**config.mk**
```make
export PLATFORM = sky130hd
export DESIGN_NAME = card_socket_ctl
export DESIGN_NICKNAME = d
export VERILOG_FILES = /design/src/socket_pkg.sv /design/src/slot_status_if.sv /design/src/card_socket_ctl.sv /design/src/slot_decode.sv /design/src/strobe_seq.sv
export VERILOG_INCLUDE_DIRS = /design/src
export SDC_FILE = /design/constraint.sdc
export NUM_CORES = 1
export LEC_CHECK = 0
export BUFFER_PORTS_ARGS = -buffer_cell sky130_fd_sc_hd__buf_2
export CORE_ASPECT_RATIO = 1.75
export CORE_MARGIN = 4
export CORE_UTILIZATION = 49
export DETAILED_ROUTE_END_ITERATION = 6
export PLACE_DENSITY_LB_ADDON = 0.1
export SKIP_LAST_GASP = 1
export SYNTH_ARGS = -nofsm -noshare
export SYNTH_HDL_FRONTEND = slang
export SYNTH_SLANG_ARGS = --single-unit
```
**constraint.sdc**
```tcl
create_clock -name CORE_CLK -period 1.7 [get_ports CORE_CLK]
set_input_delay 0.255 -clock CORE_CLK [delete_from_list [all_inputs] [get_ports CORE_CLK]]
set_output_delay 0.255 -clock CORE_CLK [all_outputs]
set_load 0.005 [all_outputs]
```
**src/socket_map.svh**
```systemverilog
`ifndef SOCKET_MAP_SVH
`define SOCKET_MAP_SVH

// Width of a status filter history.
`define FILT_LEN        2
// Battery condition encodings.
`define BATT_GOOD       2'h0
`define BATT_WEAK       2'h1
`define BATT_DEAD       2'h2
// Cycle kinds on the host command port.
`define CYC_NONE        3'h0
`define CYC_IO_RD       3'h1
`define CYC_IO_WR       3'h2
`define CYC_DMA_RD      3'h3
`define CYC_DMA_WR      3'h4
// Strobe width in clock cycles at 250 MHz (ns over period).
`define STROBE_NS       8'h50
`define CLK_NS          8'h04
`define STROBE_CYC      (`STROBE_NS / `CLK_NS)
// Width of the strobe counter.
`define CNT_W           8
// Idle image of a slot's five low-true card pins.
`define PINS_IDLE       5'h1f

`endif

```
**src/socket_pkg.sv**
```systemverilog
package socket_pkg;

  // Decoded battery condition of a memory card.
  typedef enum logic [1:0] {
    BATT_GOOD_S = 2'h0,
    BATT_WEAK_S = 2'h1,
    BATT_DEAD_S = 2'h2
  } batt_t;

  // Strobe sequencer states, Gray coded along the path.
  typedef enum logic [1:0] {
    ST_IDLE   = 2'h0,
    ST_SETUP  = 2'h1,
    ST_STROBE = 2'h3,
    ST_HOLD   = 2'h2
  } cyc_state_t;

endpackage

```
**src/slot_status_if.sv**
```systemverilog
`timescale 1ns/10ps
`default_nettype none

// Decoded status of one slot passed from the decoder to the top.
interface slot_status_if;
  logic       present;       // Card seated.
  logic [1:0] battery;       // Battery condition code.
  logic       status_change; // Status change or ring, active.
  logic       audio;         // Audio bit, valid in I/O mode.
  logic       dma_req;       // DMA request from the card.
  modport producer (output present, battery, status_change, audio, dma_req);
  modport consumer (input present, battery, status_change, audio, dma_req);
endinterface

`default_nettype wire

```
**src/card_socket_ctl.sv**
```systemverilog
// Operation
// - both battery inputs high means good.
// - two low, one high means weak.
// - input one low means dead battery.
// - audio bit valid only in I/O mode.
// - merge slot audio onto one output.
// - card present when both detects low.
// - even and odd byte selects.
// - read strobe during host I/O reads.
// - read strobe for DMA to host.
// - write strobe low for I/O writes.
// - write strobe for DMA to card.
// - attribute select is DMA acknowledge.
`timescale 1ns/10ps
`default_nettype none
`include "socket_map.svh"

// Control and status signals for two card slots.
// Each slot has a status decoder and a cycle sequencer. The host side
// starts cycles through plain level ports, and every pin and status
// output is registered in this module. The block holds no registers
// that software reaches; all status is shown as live levels.
module card_socket_ctl (
  // Clock, reset and enable.
  input  wire logic       CORE_CLK,
  input  wire logic       RST_B,
  input  wire logic       CLK_EN,
  // Host command port for slot A.
  input  wire logic       A_START,
  input  wire logic [2:0] A_KIND,
  input  wire logic       A_ODD_ADDR,
  input  wire logic       A_WIDE,
  input  wire logic       A_IO_MODE,
  // Host command port for slot B.
  input  wire logic       B_START,
  input  wire logic [2:0] B_KIND,
  input  wire logic       B_ODD_ADDR,
  input  wire logic       B_WIDE,
  input  wire logic       B_IO_MODE,
  // Card pins for slot A.
  input  wire logic       A_BATTERY_DETECT_ONE,
  input  wire logic       A_BATTERY_DETECT_TWO,
  input  wire logic       A_CARD_PRESENT_ONE_B,
  input  wire logic       A_CARD_PRESENT_TWO_B,
  input  wire logic       A_IO_READ_ACK_B,
  output logic            A_EVEN_BYTE_SELECT_B,
  output logic            A_ODD_BYTE_SELECT_B,
  output logic            A_IO_READ_STROBE_B,
  output logic            A_IO_WRITE_STROBE_B,
  output logic            A_DMA_GRANT_ACK_B,
  // Card pins for slot B.
  input  wire logic       B_BATTERY_DETECT_ONE,
  input  wire logic       B_BATTERY_DETECT_TWO,
  input  wire logic       B_CARD_PRESENT_ONE_B,
  input  wire logic       B_CARD_PRESENT_TWO_B,
  input  wire logic       B_IO_READ_ACK_B,
  output logic            B_EVEN_BYTE_SELECT_B,
  output logic            B_ODD_BYTE_SELECT_B,
  output logic            B_IO_READ_STROBE_B,
  output logic            B_IO_WRITE_STROBE_B,
  output logic            B_DMA_GRANT_ACK_B,
  // Shared audio output.
  output logic            COMBINED_AUDIO_OUT,
  // Slot A status to the host.
  output logic            A_PRESENT,
  output logic [1:0]      A_BATTERY,
  output logic            A_CARD_STATUS_CHANGE,
  output logic            A_DMA_REQ,
  output logic            A_READ_ACKED,
  output logic            A_BUSY,
  output logic            A_DONE,
  // Slot B status to the host.
  output logic            B_PRESENT,
  output logic [1:0]      B_BATTERY,
  output logic            B_CARD_STATUS_CHANGE,
  output logic            B_DMA_REQ,
  output logic            B_READ_ACKED,
  output logic            B_BUSY,
  output logic            B_DONE
);

  // ------------------------------------------------------------
  // Slot decoders
  // ------------------------------------------------------------

  // Each decoder registers its slot's pins once and the output stage
  // adds a second register, so a pin change reaches the decoded status outputs
  // two enabled edges later. Both stages freeze while the clock enable
  // is low, so a slow host never sees a half-updated status.
  slot_status_if st_a ();  // Decoded status of slot A.
  slot_status_if st_b ();  // Decoded status of slot B.

  // Decoder for slot A pins.
  slot_decode u_dec_a (
    .clk           (CORE_CLK),
    .rst_b         (RST_B),
    .ce            (CLK_EN),
    .io_mode       (A_IO_MODE),
    .bat_one       (A_BATTERY_DETECT_ONE),
    .bat_two       (A_BATTERY_DETECT_TWO),
    .present_one_b (A_CARD_PRESENT_ONE_B),
    .present_two_b (A_CARD_PRESENT_TWO_B),
    .ack_b         (A_IO_READ_ACK_B),
    .st            (st_a.producer)
  );

  // Decoder for slot B pins.
  slot_decode u_dec_b (
    .clk           (CORE_CLK),
    .rst_b         (RST_B),
    .ce            (CLK_EN),
    .io_mode       (B_IO_MODE),
    .bat_one       (B_BATTERY_DETECT_ONE),
    .bat_two       (B_BATTERY_DETECT_TWO),
    .present_one_b (B_CARD_PRESENT_ONE_B),
    .present_two_b (B_CARD_PRESENT_TWO_B),
    .ack_b         (B_IO_READ_ACK_B),
    .st            (st_b.producer)
  );

  // ------------------------------------------------------------
  // Cycle sequencers
  // ------------------------------------------------------------

  // The sequencers count the strobe width themselves. The selects and
  // the DMA grant span setup, strobe and hold, so the card sees stable
  // selects on both edges of the strobe.
  logic rd_a;    // Slot A read strobe, high true.
  logic wr_a;    // Slot A write strobe, high true.
  logic ev_a;    // Slot A even select, high true.
  logic od_a;    // Slot A odd select, high true.
  logic dk_a;    // Slot A DMA grant, high true.
  logic busy_a;  // Slot A cycle in progress.
  logic done_a;  // Slot A end of cycle pulse.
  logic rd_b;    // Slot B read strobe, high true.
  logic wr_b;    // Slot B write strobe, high true.
  logic ev_b;    // Slot B even select, high true.
  logic od_b;    // Slot B odd select, high true.
  logic dk_b;    // Slot B DMA grant, high true.
  logic busy_b;  // Slot B cycle in progress.
  logic done_b;  // Slot B end of cycle pulse.
  logic go_a;    // Start slot A.
  logic go_b;    // Start slot B.

  // A cycle is only launched into a seated card, so a host request
  // into an empty socket never raises a strobe. The presence used is
  // the decoder's registered copy; a card pulled in mid-cycle still
  // finishes the cycle it was given.
  // start needs a card.
  assign go_a = A_START & st_a.present;
  assign go_b = B_START & st_b.present;

  // Sequencer for slot A.
  strobe_seq u_seq_a (
    .clk      (CORE_CLK),
    .rst_b    (RST_B),
    .ce       (CLK_EN),
    .start    (go_a),
    .kind     (A_KIND),
    .odd_addr (A_ODD_ADDR),
    .wide     (A_WIDE),
    .rd_on    (rd_a),
    .wr_on    (wr_a),
    .even_on  (ev_a),
    .odd_on   (od_a),
    .dma_grant_ack_on  (dk_a),
    .busy     (busy_a),
    .done     (done_a)
  );

  // Sequencer for slot B.
  strobe_seq u_seq_b (
    .clk      (CORE_CLK),
    .rst_b    (RST_B),
    .ce       (CLK_EN),
    .start    (go_b),
    .kind     (B_KIND),
    .odd_addr (B_ODD_ADDR),
    .wide     (B_WIDE),
    .rd_on    (rd_b),
    .wr_on    (wr_b),
    .even_on  (ev_b),
    .odd_on   (od_b),
    .dma_grant_ack_on  (dk_b),
    .busy     (busy_b),
    .done     (done_b)
  );

  // ------------------------------------------------------------
  // Helper functions
  // ------------------------------------------------------------

  // Packs one slot's high-true strobes into its low-true pin image,
  // in the order of the concatenation in the output register.
  function automatic logic [4:0] pin_image(input logic ev,
                                           input logic od,
                                           input logic rd,
                                           input logic wr,
                                           input logic dk);
    pin_image = ~{ev, od, rd, wr, dk};
  endfunction

  // Next read acknowledge: caught while the strobe is on, then held.
  function automatic logic read_acked(input logic rd,
                                      input logic ack_b,
                                      input logic held,
                                      input logic busy);
    read_acked = (rd & ~ack_b) | (held & busy);
  endfunction

  // ------------------------------------------------------------
  // Output registers
  // ------------------------------------------------------------

  // The read acknowledge is held until the sequencer goes idle, so the
  // host can still see it after the strobe has ended. A card that never
  // answers leaves it low, which marks a read with no responder.
  logic [4:0] pins_a_next;               // Slot A active-low pin image.
  logic [4:0] pins_b_next;               // Slot B active-low pin image.
  logic       audio_next;                // Merged audio.
  logic       racked_a_next;             // Slot A read acknowledged.
  logic       racked_b_next;             // Slot B read acknowledged.

  // Compute the next pin and status values.
  always_comb begin
    pins_a_next = pin_image(ev_a, od_a, rd_a, wr_a, dk_a);
    pins_b_next = pin_image(ev_b, od_b, rd_b, wr_b, dk_b);
    // merge both slots' audio.
    // Exclusive-or keeps one slot's tone audible while the other idles.
    audio_next  = st_a.audio ^ st_b.audio;
    racked_a_next = read_acked(rd_a, A_IO_READ_ACK_B, A_READ_ACKED, busy_a);
    racked_b_next = read_acked(rd_b, B_IO_READ_ACK_B, B_READ_ACKED, busy_b);
  end

  // Register every output; pins idle deasserted after reset.
  always_ff @(posedge CORE_CLK) begin
    if (!RST_B) begin
      // Card pins of both slots idle deasserted.
      {A_EVEN_BYTE_SELECT_B, A_ODD_BYTE_SELECT_B, A_IO_READ_STROBE_B,
       A_IO_WRITE_STROBE_B, A_DMA_GRANT_ACK_B} <= `PINS_IDLE;
      {B_EVEN_BYTE_SELECT_B, B_ODD_BYTE_SELECT_B, B_IO_READ_STROBE_B,
       B_IO_WRITE_STROBE_B, B_DMA_GRANT_ACK_B} <= `PINS_IDLE;
      // Shared audio starts silent.
      COMBINED_AUDIO_OUT   <= 1'b0;
      // Slot A status starts clear.
      A_PRESENT            <= 1'b0;
      A_BATTERY            <= `BATT_GOOD;
      A_CARD_STATUS_CHANGE <= 1'b0;
      A_DMA_REQ            <= 1'b0;
      A_READ_ACKED         <= 1'b0;
      A_BUSY               <= 1'b0;
      A_DONE               <= 1'b0;
      // Slot B status starts clear.
      B_PRESENT            <= 1'b0;
      B_BATTERY            <= `BATT_GOOD;
      B_CARD_STATUS_CHANGE <= 1'b0;
      B_DMA_REQ            <= 1'b0;
      B_READ_ACKED         <= 1'b0;
      B_BUSY               <= 1'b0;
      B_DONE               <= 1'b0;
    end else if (CLK_EN) begin
      // Card pins follow the sequencers.
      {A_EVEN_BYTE_SELECT_B, A_ODD_BYTE_SELECT_B, A_IO_READ_STROBE_B,
       A_IO_WRITE_STROBE_B, A_DMA_GRANT_ACK_B} <= pins_a_next;
      {B_EVEN_BYTE_SELECT_B, B_ODD_BYTE_SELECT_B, B_IO_READ_STROBE_B,
       B_IO_WRITE_STROBE_B, B_DMA_GRANT_ACK_B} <= pins_b_next;
      // Shared audio.
      COMBINED_AUDIO_OUT   <= audio_next;
      // Slot A status to the host.
      A_PRESENT            <= st_a.present;
      A_BATTERY            <= st_a.battery;
      A_CARD_STATUS_CHANGE <= st_a.status_change;
      A_DMA_REQ            <= st_a.dma_req;
      A_READ_ACKED         <= racked_a_next;
      A_BUSY               <= busy_a;
      A_DONE               <= done_a;
      // Slot B status to the host.
      B_PRESENT            <= st_b.present;
      B_BATTERY            <= st_b.battery;
      B_CARD_STATUS_CHANGE <= st_b.status_change;
      B_DMA_REQ            <= st_b.dma_req;
      B_READ_ACKED         <= racked_b_next;
      B_BUSY               <= busy_b;
      B_DONE               <= done_b;
    end
  end

endmodule

`default_nettype wire

```
**src/slot_decode.sv**
```systemverilog
`timescale 1ns/10ps
`default_nettype none
`include "socket_map.svh"

// Decodes the raw status pins of one slot into clean status.
module slot_decode (
  // Clock and control.
  input  wire logic clk,
  input  wire logic rst_b,
  input  wire logic ce,
  input  wire logic io_mode,
  // Card pins.
  input  wire logic bat_one,
  input  wire logic bat_two,
  input  wire logic present_one_b,
  input  wire logic present_two_b,
  input  wire logic ack_b,
  // Decoded status.
  slot_status_if.producer st
);

  // Registered copies of the decoded status.
  logic       present_reg, present_next;
  logic [1:0] batt_reg, batt_next;
  logic       chg_reg, chg_next;
  logic       aud_reg, aud_next;
  logic       dreq_reg, dreq_next;

  // Next status values from the pins.
  always_comb begin
    present_next = ~present_one_b & ~present_two_b;
    if (!bat_one) begin
      batt_next = `BATT_DEAD;
    end else if (!bat_two) begin
      batt_next = `BATT_WEAK;
    end else begin
      batt_next = `BATT_GOOD;
    end
    // Status change and ring are low-true on input one in I/O mode.
    chg_next = io_mode & present_next & ~bat_one;
    aud_next = io_mode & present_next & bat_two;
    dreq_next = present_next & (~ack_b | (io_mode & ~bat_two));
  end

  // Register the status while enabled.
  always_ff @(posedge clk) begin
    if (!rst_b) begin
      present_reg <= 1'b0;
      batt_reg    <= `BATT_GOOD;
      chg_reg     <= 1'b0;
      aud_reg     <= 1'b0;
      dreq_reg    <= 1'b0;
    end else if (ce) begin
      present_reg <= present_next;
      batt_reg    <= batt_next;
      chg_reg     <= chg_next;
      aud_reg     <= aud_next;
      dreq_reg    <= dreq_next;
    end
  end

  // Drive the status bundle.
  assign st.present       = present_reg;
  assign st.battery       = batt_reg;
  assign st.status_change = chg_reg;
  assign st.audio         = aud_reg;
  assign st.dma_req       = dreq_reg;

endmodule

`default_nettype wire

```
**src/strobe_seq.sv**
```systemverilog
`timescale 1ns/10ps
`default_nettype none
`include "socket_map.svh"

// Sequences one I/O or DMA cycle on a slot: setup, strobe, hold.
module strobe_seq (
  // Clock and control.
  input  wire logic       clk,
  input  wire logic       rst_b,
  input  wire logic       ce,
  // Request.
  input  wire logic       start,
  input  wire logic [2:0] kind,
  input  wire logic       odd_addr,
  input  wire logic       wide,
  // Strobes, high means asserted.
  output logic            rd_on,
  output logic            wr_on,
  output logic            even_on,
  output logic            odd_on,
  output logic            dma_grant_ack_on,
  output logic            busy,
  output logic            done
);

  socket_pkg::cyc_state_t     state_reg, state_next;
  logic [2:0]                 kind_reg, kind_next;
  logic                       odd_reg, odd_next;
  logic                       wide_reg, wide_next;
  logic [`CNT_W-1:0]          cnt_reg, cnt_next;
  logic                       done_next;

  // Next state of the sequencer.
  always_comb begin
    state_next = state_reg;
    kind_next  = kind_reg;
    odd_next   = odd_reg;
    wide_next  = wide_reg;
    cnt_next   = cnt_reg;
    done_next  = 1'b0;
    unique case (state_reg)
      socket_pkg::ST_IDLE: begin
        if (start && kind != `CYC_NONE) begin
          kind_next  = kind;
          odd_next   = odd_addr;
          wide_next  = wide;
          state_next = socket_pkg::ST_SETUP;
        end
      end
      socket_pkg::ST_SETUP: begin
        cnt_next   = `CNT_W'(`STROBE_CYC - 1);
        state_next = socket_pkg::ST_STROBE;
      end
      socket_pkg::ST_STROBE: begin
        if (cnt_reg == '0) begin
          state_next = socket_pkg::ST_HOLD;
        end else begin
          cnt_next = cnt_reg - 1'b1;
        end
      end
      socket_pkg::ST_HOLD: begin
        done_next  = 1'b1;
        state_next = socket_pkg::ST_IDLE;
      end
    endcase
  end

  // Register the sequencer.
  always_ff @(posedge clk) begin
    if (!rst_b) begin
      state_reg <= socket_pkg::ST_IDLE;
      kind_reg  <= `CYC_NONE;
      odd_reg   <= 1'b0;
      wide_reg  <= 1'b0;
      cnt_reg   <= '0;
      done      <= 1'b0;
    end else if (ce) begin
      state_reg <= state_next;
      kind_reg  <= kind_next;
      odd_reg   <= odd_next;
      wide_reg  <= wide_next;
      cnt_reg   <= cnt_next;
      done      <= done_next;
    end
  end

  // Strobes follow the state; selects span the whole cycle.
  always_comb begin
    busy    = state_reg != socket_pkg::ST_IDLE;
    // read strobe for DMA to host.
    rd_on   = state_reg == socket_pkg::ST_STROBE &&
              (kind_reg == `CYC_IO_RD || kind_reg == `CYC_DMA_WR);
    // write strobe for DMA to card.
    wr_on   = state_reg == socket_pkg::ST_STROBE &&
              (kind_reg == `CYC_IO_WR || kind_reg == `CYC_DMA_RD);
    even_on = busy && (wide_reg || !odd_reg);
    odd_on  = busy && (wide_reg || odd_reg);
    dma_grant_ack_on = busy && (kind_reg == `CYC_DMA_RD || kind_reg == `CYC_DMA_WR);
  end

endmodule

`default_nettype wire

```
## Word level (Yosys, flattened, before mapping)

Index checks and enable logic that the tools add are counted.

| storage, ports and cells | value |
|---|---|
| output and inout port bits | 27 |
| register bits | 71 |

| operators by class | value |
|---|---|
| reduce and logical (&&, ||, !) cells | 40 |
| eq/ne operators | 20 |
| multiplexer cells | 16 |
| $add $sub $neg | 2 |
| bitwise operators | 35 |

Operators with widths:

| cell | number |
|---|---|
| 8-bit case mux with 2 select lines | 2 |
| 1-bit AND | 18 |
| 3-bit AND reduction | 6 |
| 8-bit logical NOT | 2 |
| 8-bit two-way mux | 2 |
| 2-bit case mux with 4 select lines | 2 |
| 8-bit by 1-bit subtractor with 8-bit output (second input constant) | 2 |
| 3-bit by 2-bit equality test with 1-bit output (second input constant) | 4 |
| 1-bit logical AND | 12 |
| 2-bit two-way mux | 6 |
| 1-bit logical OR | 10 |
| 1-bit inverter | 10 |
| 5-bit inverter | 2 |
| 2-bit equality test (second input constant) | 4 |
| 2-bit by 1-bit inequality test with 1-bit output (second input constant) | 4 |
| 2-bit nonzero test | 4 |
| 3-bit by 1-bit equality test with 1-bit output (second input constant) | 2 |
| 3-bit equality test (second input constant) | 2 |
| 3-bit nonzero test | 2 |
| 2-bit by 1-bit equality test with 1-bit output (second input constant) | 2 |
| 2-bit logical NOT | 2 |
| 1-bit two-way mux | 4 |
| 2-bit inequality test (second input constant) | 2 |
| 1-bit OR | 4 |
| other kinds (2) | 3 |

## Logic depth before layout (Yosys ltp)

| logic depth | value |
|---|---|
| depth after elaboration | 5 |
| mapped depth | 6 |

## Cells and area by module

Synthesis repeated with hierarchy kept, for this count alone.

| unflattened totals | value |
|---|---|
| cell total of the unflattened synthesis | 345 |
| area, all modules | 3138.0 µm² |

Modules (own cells, without submodules):

| module | area an instance (µm²) | cells an instance | instances |
|---|---|---|---|
| strobe_seq | 804.5 | 95 | 2 |
| card_socket_ctl | 1023.5 | 103 | 1 |
| slot_decode | 252.7 | 26 | 2 |

## Worst setup path after synthesis

No wires, ideal clock.

| timing | value |
|---|---|
| path kind | register -> register |
| start point | reg u_seq_a.cnt_reg[0] |
| end point | reg u_seq_a.cnt_reg[4] |
| stages on the path, launching flop included | 7 |
| data required time | 1.585 ns |
| path buffers | 0 |
| arrival time | 1.504 ns |
| slack | 0.080 ns |
| clock period less this slack | 1.620 ns |
| path through | dfxtp_1 inv_1 ha_1 nand4bb_1 o211ai_2 or4_1 and3_1 |

| between the ends | value |
|---|---|
| cells in the longest elaborated chain, start to end | 3 |
| elaborated cells between the ends (all ways) | 6 |

RTL lines:

| item | line | text |
|---|---|---|
| start, declared | strobe_seq.sv:30 | `` logic [`CNT_W-1:0] cnt_reg, cnt_next; `` |
| start signal, assigned | strobe_seq.sv:82 | `cnt_reg <= cnt_next;` |
| 8-bit by 1-bit subtractor with 8-bit output / 8-bit logical NOT (equally long branches) | strobe_seq.sv:58, strobe_seq.sv:55 |  |
| 8-bit two-way mux / 2-bit inequality test (equally long branches) | n/a |  |
| 8-bit case mux with 2 select lines / 3-bit AND reduction (equally long branches) | n/a |  |

Several ways; a longest one is shown, not always the timed one. The select of a mux whose other input is x is not followed.
A chain may end at the register's enable or synchronous reset.

## Worst setup path after layout

| timing | value |
|---|---|
| start point | reg u_seq_b.cnt_reg[2] |
| end point | reg u_seq_b.cnt_reg[6] |

| between the ends | value |
|---|---|
| cells in the longest elaborated chain, start to end | 3 |
| elaborated cells between the ends (all ways) | 6 |

RTL lines:

| item | line |
|---|---|
| start, declared | strobe_seq.sv:30 |
| start signal, assigned | strobe_seq.sv:82 |
| 8-bit by 1-bit subtractor with 8-bit output / 8-bit logical NOT (equally long branches) | strobe_seq.sv:58, strobe_seq.sv:55 |
| 8-bit two-way mux / 2-bit inequality test (equally long branches) | n/a |
| 8-bit case mux with 2 select lines / 3-bit AND reduction (equally long branches) | n/a |

Several ways; a longest one is shown, not always the timed one. The select of a mux whose other input is x is not followed.

==> impl_metrics.yaml <==
yosys:
  syn-cell-area_um2: 2962
  synth_flop_cell: "dfxtp_1"
  yosys_warnings: 0
  synth_nets: 361
  synthArstFlopShare: 0
  syn_area_per_cell_um2: 8.975
  ys_seq_elements: 71
  ys_seq_area_frac: 0.4799
  synth_cells: 330
  synth-edff-count: 0
  yosysUniqueCellTypes: 58
routing:
  wirelength_um: 7120
  vias: 2628
  drc: 0
  firstDrtPassIters: 4
  drt_iter0_drc: 123
  ant_nets: 0
  post_drt_wl_per_cell_um: 14.68
  vias_per_cell: 5.419
run:
  cap_violations: 0
critical_path:
  critPathMaxStageDelay_ns: 0.57
  crit_slowest_cell: "or4_4"
  critPathArrivalTime_ns: 1.89
  path_max_fanout: 6
  worst_setup_path_end_kind: "register"
  start_kind: "register"
  r2r_cells: 3
  cp.required_ns: 1.98
  setup.worst_path.class: "reg2reg"
  path_cells: "or4_4, or4_1, a21oi_1"
timing:
  report.final.slew_viol_count: 0
  fin_crit_sh: 0.9490
  fin_ws_ns: 0.08676
  hold_viol: 0
  finalClockSkew_ns: 0.007405
  fmax_ghz: 0.6199
  slew_headroom: 0.7038
  tns_ns: 0
  finalSetupViolCount: 0
  grt_setup_unrepaired: "true"
  period_needed_ns: 1.613
  worst_pin_slew_ns: 0.4444
die:
  die-area_um2: 7401
  die_h_um: 110.8
  top_level_ports: 54
  fp-row-count: 37
  die_w_um: 66.77
  core_region_area_um2: 5879
  initial_core_util: 0.5037
power_and_ir_drop:
  peakVddDrop_mv: 0.6026
  powerDensity_nw_per_um2: 856.5
  leakage_nw: 1.497
  totalPowerFinal_w: 0.003115
cells_and_area:
  layout-drive-gt1-share: 0.2629
  nets: 433
  diodes: 0
  final_area_um2: 3637
  synthToLayoutAreaGrowth_pct: 22.81
  mostFrequentLayoutCells: "dfxtp_1 (70), buf_2 (53), nor2_1 (48)"
  final_common_cell: "dfxtp_1"
status:
  outcome: "finished clean"
clock_tree:
  cts_sinks: 71
  clk_pin_slew_worst_paths_ns: 0.07
  cts_made_buffers: 9
  htree_num_levels: 3
  clockRootBuffer: "clkbuf_8"
  cts_tree: "built"
  clk_latency_ns: 0.35
  clockBufferDepth: 2
grt:
  grt_usage: 0.2101
  grt-ovfl-total: 0
  grt_max_degree: 41
  grt_pass1_wl_um: 11960
  antenna_found_initial: 0
  grt_pass1_vias: 2631
place:
  port_buffers: 53
  pre_cts_ws_ns: -0.07279
  dpl.hpwl_um: 5158
  placed_area_um2: 3441
  gp_congestion: 0.8852
min_path:
  min_path_type: "in2reg"
  holdPathStages: 2
[area by class of cell]
| type | instances | area (µm²) |
|---|---|---|
| Clock buffer | 15 | 146.4 |
| Clock inverter | 1 | 5.005 |
| Fill cell | 574 | 2242 |
| Inverter | 12 | 47.55 |
| Multi-Input combinational cell | 229 | 1458 |
| Sequential cell | 71 | 1423 |
| Tap cell | 78 | 97.59 |
| Timing Repair Buffer | 79 | 460.4 |
[worst paths after layout]
| path | from | end | slack [ns] |
|---|---|---|---|
| max | u_seq_b.cnt_reg[2]$_SDFFE_PN0P_ | u_seq_b.cnt_reg[6]$_SDFFE_PN0P_ | 0.09 |
| min | A_IO_READ_ACK_B | A_READ_ACKED$_SDFFE_PN0P_ | 0.11 |
| max reg2reg | u_seq_b.cnt_reg[2]$_SDFFE_PN0P_ | u_seq_b.cnt_reg[6]$_SDFFE_PN0P_ | 0.09 |
| min reg2reg | A_READ_ACKED$_SDFFE_PN0P_ | A_READ_ACKED$_SDFFE_PN0P_ | 0.46 |
[kinds of logic (layout without fill, tap and decap cells)]
kind of cell    after synthesis  in the layout  share of synthesized area
buf+inv                      30            107                    0.03929
mux                          17             17                    0.05788
compound gates               82             82                     0.1779
flops                        71             71                     0.4799
xor+xnor                     10             10                    0.02958
simple gates                116            116                     0.1986
fa+ha+maj                     4              4                    0.01690
[Yosys cell counts, types with 2 or more instances]
| library cell | n | area, µm² |
|---|---|---|
| nand4bb_1 | 2 | 22.52 |
| nor4_1 | 3 | 18.77 |
| a211oi_1 | 4 | 30.03 |
| inv_1 | 11 | 41.29 |
| buf_2 | 3 | 15.01 |
| clkbuf_1 | 11 | 41.29 |
| xor2_1 | 7 | 61.31 |
| a32oi_1 | 2 | 17.52 |
| o22ai_1 | 5 | 31.28 |
| xnor2_1 | 3 | 26.28 |
| nor2_1 | 48 | 180.2 |
| nand2b_1 | 2 | 12.51 |
| a21oi_1 | 25 | 125.1 |
| nand3_1 | 5 | 25.02 |
| nand3b_1 | 3 | 22.52 |
| or3_1 | 3 | 18.77 |
| o211ai_1 | 3 | 22.52 |
| nand4_1 | 2 | 12.51 |
| dfxtp_1 | 71 | 1421 |
| or4_1 | 4 | 30.03 |
| mux2i_1 | 16 | 160.2 |
| ha_1 | 4 | 50.05 |
| a22oi_1 | 3 | 22.52 |
| buf_1 | 4 | 15.01 |
| nor3_1 | 5 | 25.02 |
| or4_4 | 2 | 22.52 |
| o21ai_1 | 3 | 15.01 |
| o21a_1 | 2 | 15.01 |
| o21ai_0 | 17 | 85.08 |
| o31ai_1 | 3 | 22.52 |
| nand2_1 | 27 | 101.4 |
[power by group]
part / internal [W] / switching [W] / leakage [nW]
Clock: 0.000532 / 0.000586 / 0.0757
Combinational: 0.000124 / 0.000149 / 0.846
Sequential: 0.00170 / 0.0000285 / 0.575
[worst max-delay path: cells and delay by family, from the launching register on]
family | cells | cell delay (ns)
flops | 1 | 0.37
simple gates | 2 | 1.05
compound gates | 1 | 0.14
[stage by stage]
stage,util,hold WS [ns],std cells
final,0.6186,0.1150,485
after global routing,0.6186,0.1100,485
after CTS,0.6123,0.1160,484
after detailed placement,0.5852,0.4547,468
after global placement,0.5852,0.4349,468
after floorplan,-,0.3512,330
[metal layers]
layer | routed length, µm | global-route usage | part of all wire | up-vias
met4 | 209 | 0.1004 | 0.029 | 0
li1 | - | - | - | 1313
met5 | 0 | 0 | 0 | -
met3 | 232 | 0.05172 | 0.033 | 18
met1 | 2828 | 0.2246 | 0.40 | 1243
met2 | 3849 | 0.3700 | 0.54 | 54
[repair_timing]
action / 4_1_cts / 5_1_grt
endpoints found under the setup margin: 2 / 8
resized for setup: 2 / 8
pin swaps: 0 / 5
hold buffers: 0 / 0
buffers inserted: 0 / 1
Note: power is estimated with default switching activity, not from simulation.
